## config.mk

```make
export PLATFORM = sky130hd
export DESIGN_NAME = ltm_timers
export DESIGN_NICKNAME = d
export VERILOG_FILES = /design/src/include/ltm_pkg.sv /design/src/include/ltm_cnt_if.sv /design/src/logic/ltm_counter8.sv /design/src/logic/ltm_timers.sv
export VERILOG_INCLUDE_DIRS = /design/src /design/src/include
export SDC_FILE = /design/constraint.sdc
export NUM_CORES = 1
export LEC_CHECK = 0
export ABC_CLOCK_PERIOD_IN_PS = 2900
export BUFFER_PORTS_ARGS = -buffer_cell sky130_fd_sc_hd__buf_2
export CAP_MARGIN = 20
export CORE_MARGIN = 4
export CORE_UTILIZATION = 36
export CTS_BUF_LIST = sky130_fd_sc_hd__clkbuf_8
export DETAILED_ROUTE_END_ITERATION = 12
export PLACE_DENSITY = 0.63
export SETUP_SLACK_MARGIN = 0.3
export SYNTH_ARGS = -nofsm -noshare
export SYNTH_HDL_FRONTEND = slang
export SYNTH_HIERARCHICAL = 1
export SYNTH_SLANG_ARGS = --single-unit
```

## constraint.sdc

```tcl
create_clock -name sys_clk -period 2.9 [get_ports sys_clk]
set_input_delay 0.58 -clock sys_clk [delete_from_list [all_inputs] [get_ports sys_clk]]
set_output_delay 0.58 -clock sys_clk [all_outputs]
set_load 0.05 [all_outputs]
```

## src/include/ltm_defines.svh

```systemverilog
// Constants for the slow-oscillator capture and split timer block.
// Assumes inclusion by bare name from every design file.
`ifndef LTM_DEFINES_SVH
`define LTM_DEFINES_SVH

// ----------------------------------------------------------------
// Register addresses
// ----------------------------------------------------------------
`define LTM_ADDR_T3_RELOAD_LOW 8'h92
`define LTM_ADDR_T3_RELOAD_HIGH 8'h93
`define LTM_ADDR_T3_COUNT_LOW 8'h94
`define LTM_ADDR_T2_RELOAD_LOW 8'hca
`define LTM_ADDR_T2_RELOAD_HIGH 8'hcb
`define LTM_ADDR_T2_COUNT_LOW 8'hcc

// ----------------------------------------------------------------
// Values
// ----------------------------------------------------------------
`define LTM_RESET_BYTE 8'h00
`define LTM_BYTE_MAX 8'hff
`define LTM_BYTE_ONE 8'h01
`define LTM_UNMAPPED_READ 8'h00

// ----------------------------------------------------------------
// Prescalers: system clock / 12, external clock / 8
// ----------------------------------------------------------------
`define LTM_DIV12_ZERO 4'h0
`define LTM_DIV12_ONE 4'h1
`define LTM_DIV12_LAST 4'hb
`define LTM_EXT8_ZERO 3'h0
`define LTM_EXT8_ONE 3'h1
`define LTM_EXT8_LAST 3'h7

`endif

```

## src/include/ltm_pkg.sv

```systemverilog
// Types shared by the capture and split timer block.
// Assumes nothing beyond a SystemVerilog compiler.
package ltm_pkg;

  typedef logic [7:0] ltm_byte_t;

  // Alternate clock field of the Timer 3 counters
  typedef enum logic [1:0]
  {
    LTM_XCLK_DIV12 = 2'b00,
    LTM_XCLK_EXT8 = 2'b01,
    LTM_XCLK_RSVD = 2'b10,
    LTM_XCLK_SLOW = 2'b11
  } ltm_xclk_t;

endpackage

```

## src/include/ltm_cnt_if.sv

```systemverilog
// Carrier between the timer control logic and one 8-bit counter.
// Assumes the package is compiled first.
`timescale 1ns/1ps
interface ltm_cnt_if;
  import ltm_pkg::*;
  logic inc;
  logic reloadNow;
  ltm_byte_t reloadVal;
  logic wrEn;
  ltm_byte_t wrData;
  ltm_byte_t count;
  logic atMax;

  modport ctl
  (
    output inc, reloadNow, reloadVal, wrEn, wrData,
    input count, atMax
  );
  modport cnt
  (
    input inc, reloadNow, reloadVal, wrEn, wrData,
    output count, atMax
  );
endinterface

```

## src/logic/ltm_counter8.sv

```systemverilog
// One 8-bit counter byte with software load and reload.
// Assumes the control side gives at most one increment per cycle.
`timescale 1ns/1ps
`include "ltm_defines.svh"
module ltm_counter8
(
  input wire logic sys_clk,
  input wire logic reset_n,
  ltm_cnt_if.cnt port
);
  import ltm_pkg::*;

  ltm_byte_t countReg;
  ltm_byte_t countNext;

  // Software write beats a tick in the same cycle
  always_comb
  begin
    countNext = countReg;
    if (port.wrEn)
    begin
      countNext = port.wrData;
    end
    else if (port.inc)
    begin
      if (port.reloadNow)
      begin
        countNext = port.reloadVal;
      end
      else
      begin
        countNext = countReg + `LTM_BYTE_ONE;
      end
    end
  end

  always_ff @(posedge sys_clk or negedge reset_n)
  begin
    if (!reset_n)
      countReg <= `LTM_RESET_BYTE;
    else
      countReg <= countNext;
  end

  assign port.count = countReg;
  assign port.atMax = (countReg == `LTM_BYTE_MAX);
endmodule

```

## src/logic/ltm_timers.sv

```systemverilog
// Timer 2 with slow-oscillator capture and Timer 3 with split mode.
// Assumes software drives the register port and the control pins;
// oscillator inputs are levels sampled on the system clock.
//
// Operation
// - Timer 2 ticks on system clock, system clock /12 or external /8.
// - Capture-enable bit set puts Timer 2 into slow-oscillator capture.
// - Slow-oscillator falling edge copies Timer 2 count to reloads, sets flag.
// - Timer 2 low count is 16-bit low byte or whole 8-bit low timer.
// - Timer 3 split gives two 8-bit timers, each reloading its own byte.
// - In split, run bit gates only high byte; low byte always counts.
// - Timer 3 high clock in split: system clock, or field selects /12, ext/8, slow.
// - Timer 3 low clock chosen the same way with its own select bit.
// - Timer 3 flags set on their byte reloading from ff; low flag in split only.
// - With Timer 3 interrupts on, each high overflow requests interrupt.
// - With low enable too, either byte overflow requests interrupt.
// - Hardware never clears Timer 3 flags; software clears them.
// - Timer 2 reload bytes are read-write and reset to zero.
// - Timer 3 reload bytes are read-write and reset to zero.
// - Timer 3 low count is read-write, resets to zero.
`timescale 1ns/1ps
`include "ltm_defines.svh"
module ltm_timers
(
  input wire logic sys_clk,
  input wire logic reset_n,
  input wire ltm_pkg::ltm_byte_t sfrAddr,
  input wire logic sfrWrEn,
  input wire ltm_pkg::ltm_byte_t sfrWrData,
  input wire logic sfrRdEn,
  output ltm_pkg::ltm_byte_t sfrRdData,
  input wire logic extOscIn,
  input wire logic slowOscIn,
  input wire logic t2RunControl,
  input wire logic t2LowClockSelect,
  input wire logic t2AltClockSelect,
  input wire logic t2CaptureEnable,
  input wire logic t2SplitSelect,
  input wire logic t2HighFlagClear,
  output logic t2HighFlag,
  output ltm_pkg::ltm_byte_t t2CountHigh,
  input wire logic t3SplitSelect,
  input wire logic t3RunControl,
  input wire logic t3HighSysclockSelect,
  input wire logic t3LowSysclockSelect,
  input wire ltm_pkg::ltm_xclk_t t3AltClockField,
  input wire logic t3IrqEnable,
  input wire logic t3LowIrqEnable,
  input wire logic t3HighFlagClear,
  input wire logic t3LowFlagClear,
  output logic t3HighOverflowFlag,
  output logic t3LowOverflowFlag,
  output ltm_pkg::ltm_byte_t t3CountHigh,
  output logic t3IrqRequest
);
  import ltm_pkg::*;

  // ----------------------------------------------------------------
  // Clock enables
  // ----------------------------------------------------------------
  logic [3:0] div12Reg;
  logic [3:0] div12Next;
  logic [2:0] ext8Reg;
  logic [2:0] ext8Next;
  logic extPrevReg;
  logic slowSync1Reg;
  logic slowSync2Reg;
  logic slowPrevReg;
  logic div12Tick;
  logic extRise;
  logic ext8Tick;
  logic slowFall;

  assign div12Tick = (div12Reg == `LTM_DIV12_LAST);
  assign extRise = extOscIn & ~extPrevReg;
  assign ext8Tick = extRise & (ext8Reg == `LTM_EXT8_LAST);
  // Edge taken after the second stage only, never the first
  assign slowFall = slowPrevReg & ~slowSync2Reg;

  always_comb
  begin
    div12Next = div12Tick ? `LTM_DIV12_ZERO : div12Reg + `LTM_DIV12_ONE;
    ext8Next = ext8Reg;
    if (extRise)
    begin
      ext8Next = ext8Reg + `LTM_EXT8_ONE;
    end
  end

  always_ff @(posedge sys_clk or negedge reset_n)
  begin
    if (!reset_n)
    begin
      div12Reg <= `LTM_DIV12_ZERO;
      ext8Reg <= `LTM_EXT8_ZERO;
      extPrevReg <= 1'b0;
      slowSync1Reg <= 1'b0;
      slowSync2Reg <= 1'b0;
      slowPrevReg <= 1'b0;
    end
    else
    begin
      div12Reg <= div12Next;
      ext8Reg <= ext8Next;
      extPrevReg <= extOscIn;
      slowSync1Reg <= slowOscIn;
      slowSync2Reg <= slowSync1Reg;
      slowPrevReg <= slowSync2Reg;
    end
  end

  // Reserved field code yields no ticks: the counter simply holds
  function automatic logic pickTick(input logic sysSel,
                                    input ltm_xclk_t field,
                                    input logic d12,
                                    input logic e8,
                                    input logic slow);
    logic t;
    t = 1'b0;
    if (sysSel)
      t = 1'b1;
    else
    begin
      case (field)
        LTM_XCLK_DIV12: t = d12;
        LTM_XCLK_EXT8: t = e8;
        LTM_XCLK_SLOW: t = slow;
        default: t = 1'b0;
      endcase
    end
    return t;
  endfunction

  // ----------------------------------------------------------------
  // Counter bytes
  // ----------------------------------------------------------------
  ltm_cnt_if t2Low();
  ltm_cnt_if t2High();
  ltm_cnt_if t3Low();
  ltm_cnt_if t3High();

  ltm_counter8 u_t2Low (.sys_clk(sys_clk), .reset_n(reset_n),
    .port(t2Low.cnt));
  ltm_counter8 u_t2High (.sys_clk(sys_clk), .reset_n(reset_n),
    .port(t2High.cnt));
  ltm_counter8 u_t3Low (.sys_clk(sys_clk), .reset_n(reset_n),
    .port(t3Low.cnt));
  ltm_counter8 u_t3High (.sys_clk(sys_clk), .reset_n(reset_n),
    .port(t3High.cnt));

  // ----------------------------------------------------------------
  // Register storage and flags
  // ----------------------------------------------------------------
  ltm_byte_t t2RelLowReg;
  ltm_byte_t t2RelLowNext;
  ltm_byte_t t2RelHighReg;
  ltm_byte_t t2RelHighNext;
  ltm_byte_t t3RelLowReg;
  ltm_byte_t t3RelLowNext;
  ltm_byte_t t3RelHighReg;
  ltm_byte_t t3RelHighNext;
  ltm_byte_t rdDataReg;
  ltm_byte_t rdDataNext;
  logic t2FlagReg;
  logic t2FlagNext;
  logic t3HighFlagReg;
  logic t3HighFlagNext;
  logic t3LowFlagReg;
  logic t3LowFlagNext;

  logic t2Tick;
  logic capMode;
  logic capEvent;
  logic t2_split_select;
  logic t2Wrap16;
  logic t2HighOvf;
  logic t3LowSrc;
  logic t3HighSrc;
  logic t3Wrap16;
  logic t3HighOvf;
  logic t3LowOvf;

  // ----------------------------------------------------------------
  // Timer 2
  // ----------------------------------------------------------------
  assign t2Tick = t2RunControl & (t2LowClockSelect ? 1'b1 :
    (t2AltClockSelect ? ext8Tick : div12Tick));
  assign capMode = t2CaptureEnable;
  assign capEvent = capMode & slowFall;
  // Capture needs the full count, so split is ignored while capturing
  assign t2_split_select = t2SplitSelect & ~capMode;
  assign t2Wrap16 = t2Low.atMax & t2High.atMax;

  always_comb
  begin
    t2Low.inc = t2Tick;
    t2Low.wrEn = sfrWrEn & (sfrAddr == `LTM_ADDR_T2_COUNT_LOW);
    t2Low.wrData = sfrWrData;
    t2Low.reloadVal = t2RelLowReg;
    t2High.wrEn = 1'b0;
    t2High.wrData = sfrWrData;
    t2High.reloadVal = t2RelHighReg;
    if (t2_split_select)
    begin
      t2High.inc = t2Tick;
      t2Low.reloadNow = t2Low.atMax;
      t2High.reloadNow = t2High.atMax;
    end
    else
    begin
      t2High.inc = t2Tick & t2Low.atMax;
      // Capture mode free-runs so successive captures difference cleanly
      t2Low.reloadNow = t2Wrap16 & ~capMode;
      t2High.reloadNow = t2Wrap16 & ~capMode;
    end
  end

  assign t2HighOvf = t2High.inc & t2High.atMax & ~capMode;

  // ----------------------------------------------------------------
  // Timer 3
  // ----------------------------------------------------------------
  assign t3HighSrc = pickTick(t3HighSysclockSelect, t3AltClockField,
    div12Tick, ext8Tick, slowFall);
  assign t3LowSrc = pickTick(t3LowSysclockSelect, t3AltClockField,
    div12Tick, ext8Tick, slowFall);
  assign t3Wrap16 = t3Low.atMax & t3High.atMax;

  always_comb
  begin
    t3Low.wrEn = sfrWrEn & (sfrAddr == `LTM_ADDR_T3_COUNT_LOW);
    t3Low.wrData = sfrWrData;
    t3Low.reloadVal = t3RelLowReg;
    t3High.wrEn = 1'b0;
    t3High.wrData = sfrWrData;
    t3High.reloadVal = t3RelHighReg;
    if (t3SplitSelect)
    begin
      t3Low.inc = t3LowSrc;
      t3High.inc = t3RunControl & t3HighSrc;
      t3Low.reloadNow = t3Low.atMax;
      t3High.reloadNow = t3High.atMax;
    end
    else
    begin
      t3Low.inc = t3RunControl & t3LowSrc;
      t3High.inc = t3RunControl & t3LowSrc & t3Low.atMax;
      t3Low.reloadNow = t3Wrap16;
      t3High.reloadNow = t3Wrap16;
    end
  end

  assign t3HighOvf = t3High.inc & t3High.atMax;
  assign t3LowOvf = t3SplitSelect & t3Low.inc & t3Low.atMax;

  // ----------------------------------------------------------------
  // Register port, reloads and flags
  // ----------------------------------------------------------------
  always_comb
  begin
    t2RelLowNext = t2RelLowReg;
    t2RelHighNext = t2RelHighReg;
    t3RelLowNext = t3RelLowReg;
    t3RelHighNext = t3RelHighReg;
    if (sfrWrEn)
    begin
      case (sfrAddr)
        `LTM_ADDR_T2_RELOAD_LOW: t2RelLowNext = sfrWrData;
        `LTM_ADDR_T2_RELOAD_HIGH: t2RelHighNext = sfrWrData;
        `LTM_ADDR_T3_RELOAD_LOW: t3RelLowNext = sfrWrData;
        `LTM_ADDR_T3_RELOAD_HIGH: t3RelHighNext = sfrWrData;
        default: ;
      endcase
    end
    // Hardware capture beats a software write in the same cycle
    if (capEvent)
    begin
      t2RelLowNext = t2Low.count;
      t2RelHighNext = t2High.count;
    end
    rdDataNext = rdDataReg;
    if (sfrRdEn)
    begin
      case (sfrAddr)
        `LTM_ADDR_T3_RELOAD_LOW: rdDataNext = t3RelLowReg;
        `LTM_ADDR_T3_RELOAD_HIGH: rdDataNext = t3RelHighReg;
        `LTM_ADDR_T3_COUNT_LOW: rdDataNext = t3Low.count;
        `LTM_ADDR_T2_RELOAD_LOW: rdDataNext = t2RelLowReg;
        `LTM_ADDR_T2_RELOAD_HIGH: rdDataNext = t2RelHighReg;
        `LTM_ADDR_T2_COUNT_LOW: rdDataNext = t2Low.count;
        default: rdDataNext = `LTM_UNMAPPED_READ;
      endcase
    end
    // Set wins over a clear arriving in the same cycle
    t2FlagNext = (t2FlagReg & ~t2HighFlagClear) | capEvent
      | t2HighOvf;
    t3HighFlagNext = (t3HighFlagReg & ~t3HighFlagClear)
      | t3HighOvf;
    t3LowFlagNext = (t3LowFlagReg & ~t3LowFlagClear)
      | t3LowOvf;
  end

  always_ff @(posedge sys_clk or negedge reset_n)
  begin
    if (!reset_n)
    begin
      t2RelLowReg <= `LTM_RESET_BYTE;
      t2RelHighReg <= `LTM_RESET_BYTE;
      t3RelLowReg <= `LTM_RESET_BYTE;
      t3RelHighReg <= `LTM_RESET_BYTE;
      rdDataReg <= `LTM_RESET_BYTE;
      t2FlagReg <= 1'b0;
      t3HighFlagReg <= 1'b0;
      t3LowFlagReg <= 1'b0;
    end
    else
    begin
      t2RelLowReg <= t2RelLowNext;
      t2RelHighReg <= t2RelHighNext;
      t3RelLowReg <= t3RelLowNext;
      t3RelHighReg <= t3RelHighNext;
      rdDataReg <= rdDataNext;
      t2FlagReg <= t2FlagNext;
      t3HighFlagReg <= t3HighFlagNext;
      t3LowFlagReg <= t3LowFlagNext;
    end
  end

  assign sfrRdData = rdDataReg;
  assign t2HighFlag = t2FlagReg;
  assign t2CountHigh = t2High.count;
  assign t3CountHigh = t3High.count;
  assign t3HighOverflowFlag = t3HighFlagReg;
  assign t3LowOverflowFlag = t3LowFlagReg;
  // Level request; stays up until software clears the flag or its interrupt enable drops
  assign t3IrqRequest = t3IrqEnable & (t3HighFlagReg
    | (t3LowIrqEnable & t3LowFlagReg));
endmodule

```

* Word level (Yosys, flattened, before mapping) *
Cells that the tools add are included.
Widths: inputs -> output; s select.

storage, ports and cells
  register bits = 86
  logic and storage cells = 112

operators by class
  $add $sub $neg = 6
  equal/unequal tests = 14
  muxes and demuxes = 28
  bitwise logic cells = 36
  reduce and logical (&&, ||, !) cells = 10

operators by type and width
  cell                 count
  $mux 8               14
  $eq 8x8->1 const B   10
  $pmux 8 s6           1
  $add 8x1->8 const B  4
  $and 1x1->1          25
  $mux 1               11
  $reduce_bool 2->1    5
  $reduce_and 2->1     4
  $not 1->1            6
  $or 1x1->1           5
  $add 4x1->4 const B  1
  $eq 4x4->1 const B   1
  $mux 4               1
  $add 3x1->3 const B  1
  $eq 3x3->1 const B   1
  $pmux 1 s3           1
  $eq 2x1->1 const B   1
  $eq 2x2->1 const B   1
  $logic_not 2->1      1

* Depth between registers and ports, before layout *
Gate-level depths: netlist (run 1).

  word-level depth = 11
  mapped depth = 11
  gate-level depth less buffers = 9

* Hierarchy *
Netlist (run 1), hierarchy kept.

by module, submodules not included
  module                       times used  cells an instance  area each (sq um)
  ltm_timers                   1           245                2748.9
  ltm_counter8 (u_t2High ...)  3           71                 603.1
  ltm_counter8 (u_t3High)      1           71                 604.3

* Worst setup path before layout (run 1) *
No wires, ideal clock.

  path type = reg2reg
  start = register u_t3Low.countReg[0], in the netlist u_t3Low/port.count[0]
  end = register u_t3High.countReg[5], in the netlist u_t3High/port.count[5]
  data arrival time = 2.450 ns
  setup slack = 0.380 ns
  stages on the path, launching flop included = 10
  path buffers = 1
  clock period less this slack = 2.520 ns
  cells stage by stage = dfrtp_1 -> ha_1 -> nand2_1 -> nor3_1 -> nand2_1 -> o32ai_1 -> buf_4 -> or3b_4 -> or4_1 -> nand3_1

RTL lines
  item                    RTL line            source
  from (decl)             ltm_counter8.sv:13  ltm_byte_t countReg;
  from (signal assigned)  ltm_counter8.sv:40  countReg <= `LTM_RESET_BYTE;
  from (signal assigned)  ltm_counter8.sv:42  countReg <= countNext;
  $eq 8x8->1 (no line)    -
  via t3Low.atMax         ltm_cnt_if.sv:12    logic atMax;
  $and 1x1->1             ltm_timers.sv:247   t3High.inc = t3RunControl & t3LowSrc & t3Low.atMax;
  $mux 1                  ltm_timers.sv:237   if (t3SplitSelect)
  via t3High.inc          ltm_cnt_if.sv:6     logic inc;
  to (signal assigned)    ltm_counter8.sv:40
  to (signal assigned)    ltm_counter8.sv:42
  to (decl)               ltm_counter8.sv:13

The timed path passes the listed nets, and every way through them passes these cells.
A chain may end at the register's enable or synchronous reset.

* Final worst setup path (run 1) *
  start = register div12Reg[0]
  end = register u_t2High.countReg[7], in the netlist u_t2High/port.count[7]

between the ends
  word-level cells in the longest chain between the ends = 6

ends and longest elaborated chain
  item                      RTL line            source
  from (decl)               ltm_timers.sv:61    logic [3:0] div12Reg;
  from (signal assigned)    ltm_timers.sv:94    div12Reg <= `LTM_DIV12_ZERO;
  from (signal assigned)    ltm_timers.sv:103   div12Reg <= div12Next;
  $eq 4x4->1 (no line) (*)  -
  $mux 1 (*)                ltm_timers.sv:187   (t2AltClockSelect ? ext8Tick : div12Tick));
  $mux 1 (*)                ltm_timers.sv:186   assign t2Tick = t2RunControl & (t2LowClockSelect ? 1'b1 :
  $and 1x1->1 (*)           ltm_timers.sv:186
  $and 1x1->1               ltm_timers.sv:211   t2High.inc = t2Tick & t2Low.atMax;
  $mux 1 (*)                ltm_timers.sv:203   if (t2_split_select)
  via t2High.inc            ltm_cnt_if.sv:6
  to (signal assigned)      ltm_counter8.sv:40
  to (signal assigned)      ltm_counter8.sv:42
  to (decl)                 ltm_counter8.sv:13

Mark *: on every way through the listed nets, which the timed path passes. The rest lies on a longest branch.

==> results of run 1 <==
## cells in the final DEF (no fill, tap or decap), drive strengths merged, types with 5 or more instances in the layout
master,count
mux2,19
o211ai,13
a21oi,25
nor2,34
nand2,45
ha,7
buf,82
and3,16
xor2,8
mux2i,32
and3b,5
o31ai,18
o211a,5
o22a,6
inv,14
or4,12
nor2b,10
o221ai,15
and2b,11
a31oi,7
nor3,6
nand3,30
dfrtp,86
nor3b,5
a22oi,8
nand2b,9
clkbuf,10
## power by group through the flow
stage	clock network [mW]	logic (mW)	registers, mW
after floorplan	0	0.501	1.69
after global placement	0	0.783	1.69
after detailed placement	0	0.808	1.70
after CTS	1.11	0.814	1.67
after global routing	1.17	0.933	1.71
final	1.09	0.846	1.67
## metrics by stage
| step | power [mW] | util | cells | setup WS, ns | hold slack (ns) |
|---|---|---|---|---|---|
| 6_report | 3.60 | 0.429 | 780 | 0.383 | 0.209 |
| 5_1_grt | 3.81 | 0.429 | 779 | 0.273 | 0.240 |
| 4_1_cts | 3.60 | 0.425 | 776 | 0.313 | 0.223 |
| 3_5_place_dp | 2.50 | 0.407 | 760 | 0.256 | 0.341 |
| 3_3_place_gp | 2.47 | 0.407 | 760 | 0.349 | 0.335 |
| 2_1_floorplan | 2.19 | - | 530 | 0.380 | 0.284 |
## worst paths after layout
kind                                        start                            endpoint  slack, ns  depth (start not counted)
max                         div12Reg[0]$_DFF_PN0_  u_t2High/port.count[7]$_DFFE_PN0P_       0.38                         10
min                                       reset_n  u_t2High/port.count[5]$_DFFE_PN0P_       0.21                          1
min reg2reg                slowSync1Reg$_DFF_PN0_              slowSync2Reg$_DFF_PN0_       0.36                          0
max in group asynchronous                 reset_n   u_t3Low/port.count[5]$_DFFE_PN0P_       2.05                          2
max reg2reg                 div12Reg[0]$_DFF_PN0_  u_t2High/port.count[7]$_DFFE_PN0P_       0.38                         10
min in group sys_clk                    slowOscIn              slowSync1Reg$_DFF_PN0_       0.30                          1
## area by class of cell
| cell class | instances | area (um^2) |
|---|---|---|
| flip-flops and latches | 86 | 2150 |
| clock inverters | 6 | 116 |
| inverters | 12 | 45.0 |
| diodes | 1 | 2.50 |
| well taps | 180 | 225 |
| multi-input cells | 403 | 2850 |
| fillers | 1362 | 7990 |
| repair buffers | 82 | 468 |
| clock buffers | 10 | 138 |
## worst max-delay path: cells and delay by family, from the launching register on
kind	cells	cell delay [ns]
compound gates	2	0.19
simple gates	6	1.49
flops	1	0.39
buf+inv	1	0.17
fa+ha+maj	1	0.21
## per-layer routing
metal	global-route usage	vias up	wire (um)	part of all wire
li1	-	2109	-	-
met1	0.253	2277	6600	0.44
met2	0.298	155	7110	0.48
met3	0.0413	14	932	0.063
met4	0.0449	0	194	0.013
met5	0	-	0	0
## repair_timing
action	in CTS	in global routing
buffers inserted	0	3
setup endpoints to repair	2	7
gates resized for setup	1	7
## cells by family after synthesis
logic type | after synthesis
AO/OA/AOI/OAI | 124
XOR/XNOR | 10
adder cells (fa/ha/maj) | 7
buffers and inverters | 41
flip-flops | 86
multiplexers | 51
other | 1
AND/OR/NAND/NOR | 209
## flip-flops by register name (all words and copies together) (netlist names)
signal / cells
slowPrevReg: 1
u_t2Low/port.count: 8
slowSync1Reg: 1
div12Reg: 4
ext8Reg: 3
t3Low.reloadVal: 8
t3HighOverflowFlag: 1
sfrRdData: 8
u_t3Low/port.count: 8
t3LowOverflowFlag: 1
u_t3High/port.count: 8
t3High.reloadVal: 8
t2High.reloadVal: 8
extPrevReg: 1
u_t2High/port.count: 8
t2Low.reloadVal: 8
t2HighFlag: 1
slowSync2Reg: 1
==> qor.yml, run 1 <==
critPathMaxFanout: 5
p_switching_mw: 1.24
synth_edf_count: 0
die_h_um: 128
ys_top_cells_by_area: "dfrtp_1 42%, mux2i_1 6.2%, mux2_2 3.9%"
yosysSeqAreaShare: 0.417
path_class: "flip-flop to flip-flop"
dr.pass1.iters: 4
synth_commonest_cells: "86 x dfrtp_1, 44 x nand2_1, 34 x nor2_1"
pwr-share-clk: 0.301
h-tree-depth: 3
routedWlPerCell_um: 19.0
cts_buffers: 9
hp-class: "primary input to async pin"
dpl.hpwl_mm: 10.8
nNetsFinal: 639
grt_pass1_vias: 4464
syn_area_per_cell_um2: 9.76
ant_nets: 0
cpPeakStageDelay_ns: 0.52
fin_crit_sh: 0.868
vias: 4555
drv_cap: 0
synth_top_family_by_area: "simple AND/OR/NAND/NOR gates"
drive_above_1_share: 0.227
grt_pass1_wl_mm: 23.9
antenna_found_initial: 0
yosysMostFrequentCell: "dfrtp_1"
routed_wirelength_mm: 14.8
cts_hold_buffers: 0
pwr-share-seq: 0.464
grt_overflow: 0
setup_tns_ns: 0
p_comb_frac: 0.235
rsz0062_at_grt: "yes"
drt_iter0_markers: 436
cp_data_required_time_ns: 3.21
synthAdderAreaFrac: 0.0170
ir_drop_mv: 0.347
dieArea_um2: 16300
vias_per_cell: 5.84
die_x_um: 128
insertion_delay_ns: 0.38
slew_headroom: 0.584
max_freq_ghz: 0.397
cts_tree: "done"
ys_warn_count: 6
synth_top_area_share: 0.417
p_int_mw: 2.37
postPlaceCellArea_um2: 5690
period_minus_slack_ns: 2.52
yosys.area_share.simple: 0.230
critPathLaunchType: "flip-flop"
synth_mux_area_frac: 0.103
coreArea_um2: 14000
cts_root_buf: "clkbuf_8"
io_buffers: 65
synth-main-ff-cell: "dfrtp_1"
setup.worst_path.end_class: "flip-flop"
synth_cell_types: 53
async_flop_share: 1.00
fin_skew_ns: 0.00916
area_growth_pct: 16.2
start_util: 0.369
switching_share: 0.344
cts_sinks: 86
syn-cell-area_um2: 5160
drc: 0
finish.instance_area_um2: 6000
p_leak_nw: 2.82
setup_violations: 0
worst_slew_pin_slew_ns: 0.624
synth_compound_area_frac: 0.176
yosysTopAreaCell: "dfrtp_1"
ioPinCount: 66
rows: 43
arrival_ns: 2.83
synth-xor-area-share: 0.0170
clock_path_buffers: 2
grt_max_degree: 46
syn-instance-count: 529
final_hold_viol_count: 0
grt_use_total: 0.185
outcome: "complete, no violations"
cellPowerDensity_nw_per_um2: 601
synth_seq_cells: 86
clkTransAtPathRegs_ns: 0.09
crit_path_top_delay_cell: "or4_1"
cp_cell_sequence: "ha_2 > and3b_2 > nor2_1 > a21oi_1 > o21ai_0 > buf_4 > nor2_2 > or3b_4 > or4_1 > nand3_1"
gp_congestion: 0.846
slew_violations: 0
No activity file was read; power rests on OpenSTA's default activity.
==> run 2: changes to the inputs <==
Settings changed: ABC_CLOCK_PERIOD_IN_PS 2900 to 2450.
Clock period 2.9 ns to 2.45 ns, I/O delays scaled along.
==> run 2 against run 1 <==
Net effect: routed wire length increased by 2.5%; clock skew decreased by 0.0012 ns; sequential share of layout area decreased by 2.3 points; non-clock buffer count increased by 28; first-iteration DRC count decreased by 6.9%; cell area increased by 7.1%; fmax increased by 4.6%; die area unchanged; utilization increased by 3.0 points; sequential cell count unchanged; register-to-register slack got worse by 0.34 ns; combinational power increased by 58%; critical path type unchanged; largest cell class unchanged; largest power group unchanged.
==> qor.yml, run 2 (synthesis results as in run 1) <==
drc: 0  # unchanged
routed_wirelength_mm: 15.2  # +2.5%
dp_worst_setup_slack_ns: -0.0290  # -0.285 ns
die_x_um: 128  # unchanged
layout_common_cells: "81 x dfrtp_1, 64 x buf_2, 43 x nand2_1"
cpPeakStageDelay_ns: 0.43  # -0.09 ns
cp_data_required_time_ns: 2.76  # -0.45 ns
reg2reg_to: "u_t3High/port.count[6]$_DFFE_PN0P_"
cellPowerDensity_nw_per_um2: 653  # +8.7%
cts_tree: "done"
antenna_found_initial: 0  # unchanged
critPathLaunchType: "flip-flop"
rrSetupSlack_ns: 0.04  # -0.34 ns
critPathMaxFanout: 4  # -1
finish.instance_area_um2: 6430  # +7.1%
postPlaceCellArea_um2: 5890  # +3.5%
rsz0062_at_grt: "yes"
max_freq_ghz: 0.415  # +4.6%
grt_pass1_vias: 4482  # +0.40%
dpl.hpwl_mm: 11.0  # +2.2%
final_core_util: 0.459  # +0.0304
cts_root_buf: "clkbuf_8"
dieArea_um2: 16300  # unchanged
dp_cells: 781  # +2.8%
gp_congestion: 1.01  # +19%
nFillCells: 1339  # -1.7%
holdWs_ns: 0.00923  # -0.200 ns
layout.area.seq_um2: 2160  # +0.29%
start_util: 0.369  # unchanged
outcome: "complete, no violations"
slew_headroom: 0.622  # +0.0378
nNetsFinal: 667  # +4.4%
area_growth_pct: 24.5
period_minus_slack_ns: 2.41  # -0.110 ns
path_class: "flip-flop to flip-flop"
reg2regPathDepth: 9  # -1
final_hold_viol_count: 0  # unchanged
ioPinCount: 66  # unchanged
setup_tns_ns: 0  # unchanged
cts_sinks: 86  # unchanged
grt_use_total: 0.188  # +0.00267
die_h_um: 128  # unchanged
dr.pass1.iters: 5  # +1
worst_slack_ns: 0.0428  # -0.340 ns
p_total_mw: 4.20  # +16%
slew_violations: 0  # unchanged
insertion_delay_ns: 0.38  # about the same
h-tree-depth: 3  # unchanged
arrival_ns: 2.72  # -0.11 ns
ant_nets: 0  # unchanged
fin_skew_ns: 0.00796  # -0.00120 ns
routedWlPerCell_um: 18.8  # -0.95%
ir_drop_mv: 0.370  # +6.7%
setup.worst_path.end_class: "flip-flop"
grt_overflow: 0  # unchanged
worst_slew_pin_slew_ns: 0.566  # -0.0579 ns
clkTransAtPathRegs_ns: 0.08  # about the same
drt_iter0_markers: 406  # -6.9%
grt_max_degree: 43  # -6.5%
cp_cell_sequence: "ha_2 > and3b_2 > buf_6 > a2bb2oi_4 > a21oi_4 > o32ai_4 > or3b_4 > or4_1 > nand3_1"
r2r-start: "div12Reg[0]$_DFF_PN0_"
fin_crit_sh: 0.983  # +0.114
io_buffers: 65  # unchanged
rows: 43  # unchanged
mostFrequentLayoutCell: "dfrtp_1"
p_leak_nw: 3.03  # +7.3%
crit_path_top_delay_cell: "or3b_4"
hp-class: "primary input to async pin"
coreArea_um2: 14000  # unchanged
drv_cap: 0  # unchanged
setup_violations: 0  # unchanged
grt_pass1_wl_mm: 24.0  # +0.72%
clock_path_buffers: 2  # unchanged
stdcell_count: 807  # +3.5%
vias: 4654  # +2.2%
cts_hold_buffers: 0  # unchanged
cts_buffers: 9  # unchanged
vias_per_cell: 5.77  # -1.2%
antenna_cells: 0  # -1
multiInputGateArea_um2: 3100  # +8.5%
drive_above_1_share: 0.329  # +0.102
## run 2: cell types whose count changed in the layout (fill, tap and decap cells not counted), moves of 6 or more
cell | previous run | this run
buf_4 | 17 | 37
buf_6 | 0 | 7
nand3_1 | 30 | 24
nand3_2 | 0 | 6
o31ai_1 | 18 | 12
o31ai_2 | 0 | 6
## run 2: how the worst max path moves through the flow
stage | from | endpoint | cells after the start
after floorplan | div12Reg[0]$_DFF_PN0_ | u_t3High/port.count[5]$_DFFE_PN0P_ | 9
after global placement | ext8Reg[0]$_DFFE_PN0P_ | u_t2High/port.count[5]$_DFFE_PN0P_ | 9
after detailed placement | div12Reg[0]$_DFF_PN0_ | u_t2High/port.count[5]$_DFFE_PN0P_ | 9
after CTS | div12Reg[0]$_DFF_PN0_ | u_t3High/port.count[6]$_DFFE_PN0P_ | 9
after global routing | div12Reg[0]$_DFF_PN0_ | u_t3High/port.count[5]$_DFFE_PN0P_ | 9
final | div12Reg[0]$_DFF_PN0_ | u_t3High/port.count[6]$_DFFE_PN0P_ | 9
## run 2: cell type report
cell class / count / area share
clock inverter: 6 / 0.00759
inverter: 12 / 0.00740
tap: 180 / 0.0350
multi-input combinational: 403 / 0.482
clock buffer: 10 / 0.0214
timing repair buffer: 110 / 0.111
sequential: 86 / 0.336
## run 2: worst max-delay path: cells and delay by family, from the launching register on
| family | cells | cell delay, ns |
|---|---|---|
| adders and majority gates | 1 | 0.18 |
| DFF | 1 | 0.37 |
| AOI/OAI and AO/OA | 3 | 0.54 |
| buffers and inverters | 1 | 0.11 |
| and+or+nand+nor | 4 | 1.14 |
## run 2: what timing repair did
item                                   4_1_cts  5_1_grt
buffers inserted                             6        4
resized for setup                           10       47
endpoints found under the hold margin        0        0
setup endpoints to repair                   29       31
pin swaps                                    5        9
## run 2: layer usage
| metal | global-route usage | part of all wire |
|---|---|---|
| met5 | 0 | 0 |
| met1 | 0.251 | 0.44 |
| met2 | 0.303 | 0.49 |
| met3 | 0.0425 | 0.050 |
| met4 | 0.0581 | 0.022 |
## run 2: where the power goes
group | internal, mW | switching [mW]
logic | 0.589 | 0.751
clock network | 0.482 | 0.503
registers | 1.66 | 0.214
total | 2.73 | 1.47
==> run 3: changes to the inputs <==
Settings changed: ABC_CLOCK_PERIOD_IN_PS 2450 to 2600, CORE_ASPECT_RATIO set to 0.7, CORE_UTILIZATION 36 to 60, PLACE_DENSITY 0.63 to 0.91.
Clock period 2.45 ns to 2.6 ns, I/O delays scaled along.
==> run 3 against run 2 <==
Net effect: largest power group unchanged; worst setup slack improved by 0.12 ns; critical path type unchanged; via count rose by 6.2%; clock power decreased by 7.5%; routed wire length up 3.6%; fmax decreased by 1.1%; final cell count fell by 11%; critical endpoint is now u_t3High/port.count[7]$_DFFE_PN0P_; clock skew is 0.0094 ns higher; power shrank 6.6%.
==> qor.yml, run 3 (synthesis results as in run 1) <==
outcome: "complete, no violations"
stdcell_count: 715  # -11%
p_int_mw: 2.50  # -8.3%
layout_common_cells: "80 x dfrtp_1, 64 x buf_2, 42 x nand2_1"
grt_pass1_vias: 4498  # +0.36%
cp_data_required_time_ns: 2.92  # +0.16 ns
grt_max_degree: 48  # +12%
coreArea_um2: 8410  # -40%
mostFrequentLayoutCell: "dfrtp_1"
pwr-share-seq: 0.472  # +0.026
finish.instance_area_um2: 6090  # -5.3%
routedWlPerCell_um: 22.0  # +17%
die_x_um: 119  # -7.0%
clock_path_buffers: 2  # unchanged
h-tree-depth: 3  # unchanged
drt_iter0_markers: 813  # +100%
grt_pass1_wl_mm: 23.7  # -1.3%
hp-class: "primary input to async pin"
rrSetupSlack_ns: 0.17  # +0.12 ns
clkTransAtPathRegs_ns: 0.09  # about the same
die_h_um: 85.6  # -33%
worst_slack_ns: 0.166  # +0.123 ns
worst-path-buf-inv: 1  # unchanged
area_growth_pct: 17.9
fin_crit_sh: 0.936  # -0.0465
setup_tns_ns: 0  # unchanged
cts_sinks: 86  # unchanged
setup_violations: 0  # unchanged
holdWs_ns: 0.110  # +0.101 ns
worst_slew_pin_slew_ns: 0.665  # +0.0991 ns
r2r-start: "div12Reg[1]$_DFF_PN0_"
dpl.hpwl_mm: 10.5  # -4.5%
insertion_delay_ns: 0.38  # about the same
critPathMaxFanout: 19  # +15
dieArea_um2: 10200  # -38%
p_switching_mw: 1.42  # -3.4%
rsz0062_at_grt: "yes"
max_freq_ghz: 0.411  # -1.1%
multiInputGateArea_um2: 3000  # -3.2%
ir_drop_mv: 0.490  # +32%
postPlaceCellArea_um2: 5650  # -4.0%
switching_share: 0.362  # +0.0120
cpPeakStageDelay_ns: 0.40  # -0.03 ns
slew_violations: 0  # unchanged
dr.pass1.iters: 6  # +1
nNetsFinal: 651  # -2.4%
ioPinCount: 66  # unchanged
crit_path_top_delay_cell: "nor3b_1"
critPathLaunchType: "flip-flop"
path_class: "flip-flop to flip-flop"
setup.worst_path.end_class: "flip-flop"
slew_headroom: 0.556  # -0.0652
start_util: 0.614  # +0.245
p_total_mw: 3.92  # -6.6%
nFillCells: 550  # -59%
period_minus_slack_ns: 2.43  # +0.0265 ns
reg2reg_to: "u_t3High/port.count[7]$_DFFE_PN0P_"
antenna_cells: 0  # unchanged
reg2regPathDepth: 9  # unchanged
cp.depth: 9  # unchanged
cts_root_buf: "clkbuf_8"
p_leak_nw: 2.93  # -3.3%
drv_cap: 0  # unchanged
final_hold_viol_count: 0  # unchanged
drc: 0  # unchanged
vias_per_cell: 6.91  # +20%
cts_buffers: 9  # unchanged
io_buffers: 65  # unchanged
crit_family: "compound AO/OA/AOI/OAI gates"
routed_wirelength_mm: 15.7  # +3.6%
dp_worst_setup_slack_ns: 0.0741  # +0.103 ns
pwr-share-clk: 0.232  # -0.003
fin_skew_ns: 0.0173  # +0.00938 ns
grt_use_total: 0.296  # +0.109
rows: 28  # -35%
cts_tree: "done"
layout.area.seq_um2: 2160  # about the same
ant_nets: 0  # unchanged
dp_cells: 689  # -12%
cellPowerDensity_nw_per_um2: 644  # -1.4%
vias: 4944  # +6.2%
grt_overflow: 0  # unchanged
arrival_ns: 2.75  # +0.03 ns
drive_above_1_share: 0.285  # -0.0433
final_core_util: 0.724  # +0.265
gp_congestion: 0.943  # -6.2%
p_comb_frac: 0.295  # -0.024
cp_cell_sequence: "ha_2 > and3b_2 > a2bb2oi_4 > a21oi_2 > o32ai_2 > buf_4 > nor3b_1 > o211ai_1 > nand3_2"
antenna_found_initial: 0  # unchanged
## run 3: cell types whose count changed in the layout (fill, tap and decap cells not counted), moves of 4 or more
cell | before | now
buf_4 | 37 | 26
buf_6 | 7 | 3
o221ai_1 | 10 | 15
o221ai_2 | 5 | 0
o31ai_1 | 12 | 16
o31ai_2 | 6 | 2
## run 3: power groups by stage
stage	clock [mW]	sequential (mW)	combinational [mW]
floorplan	0	1.89	0.566
global placement	0	1.82	0.936
detailed placement	0	1.85	0.989
CTS	0.913	1.82	1.05
global route	0.978	1.88	1.23
finish	0.911	1.85	1.16
## run 3: area by class of cell
| type | count | area share |
|---|---|---|
| clock buffer | 10 | 0.0226 |
| clock inverter | 5 | 0.00740 |
| inverter | 12 | 0.00740 |
| multi-input combinational | 403 | 0.493 |
| sequential | 86 | 0.355 |
| tap | 105 | 0.0216 |
| timing repair buffer | 94 | 0.0935 |
## run 3: worst max-delay path by stage
stage,slack (ns),start,to
floorplan,0.30,div12Reg[0]$_DFF_PN0_,u_t3High/port.count[5]$_DFFE_PN0P_
global placement,0.24,u_t2Low/port.count[0]$_DFFE_PN0P_,u_t2High/port.count[7]$_DFFE_PN0P_
detailed placement,0.07,u_t2Low/port.count[0]$_DFFE_PN0P_,u_t2High/port.count[7]$_DFFE_PN0P_
CTS,0.24,ext8Reg[0]$_DFFE_PN0P_,u_t3High/port.count[6]$_DFFE_PN0P_
global route,0.02,div12Reg[1]$_DFF_PN0_,u_t3High/port.count[7]$_DFFE_PN0P_
finish,0.17,div12Reg[1]$_DFF_PN0_,u_t3High/port.count[7]$_DFFE_PN0P_
## run 3: layer usage
metal  vias up  routed length, um  GRT usage
met1      2328               6120      0.400
li1       2128                  -          -
met4         0                607     0.0988
met5         -                  0          0
met3        82               2090      0.101
met2       406               6930      0.454
## run 3: worst reg2reg max path, stage by stage, from the launching register on
cell	delay, ns
dfrtp_1	0.39
ha_2	0.19
and3b_2	0.25
a2bb2oi_4	0.19
a21oi_2	0.09
o32ai_2	0.29
buf_4	0.26
nor3b_1	0.40
o211ai_1	0.20
nand3_2	0.10
## run 3: what timing repair did
action,4_1_cts,5_1_grt
buffers inserted,6,5
setup endpoints to repair,16,26
gates resized for setup,13,24
pin swaps,7,11
hold buffers,0,0
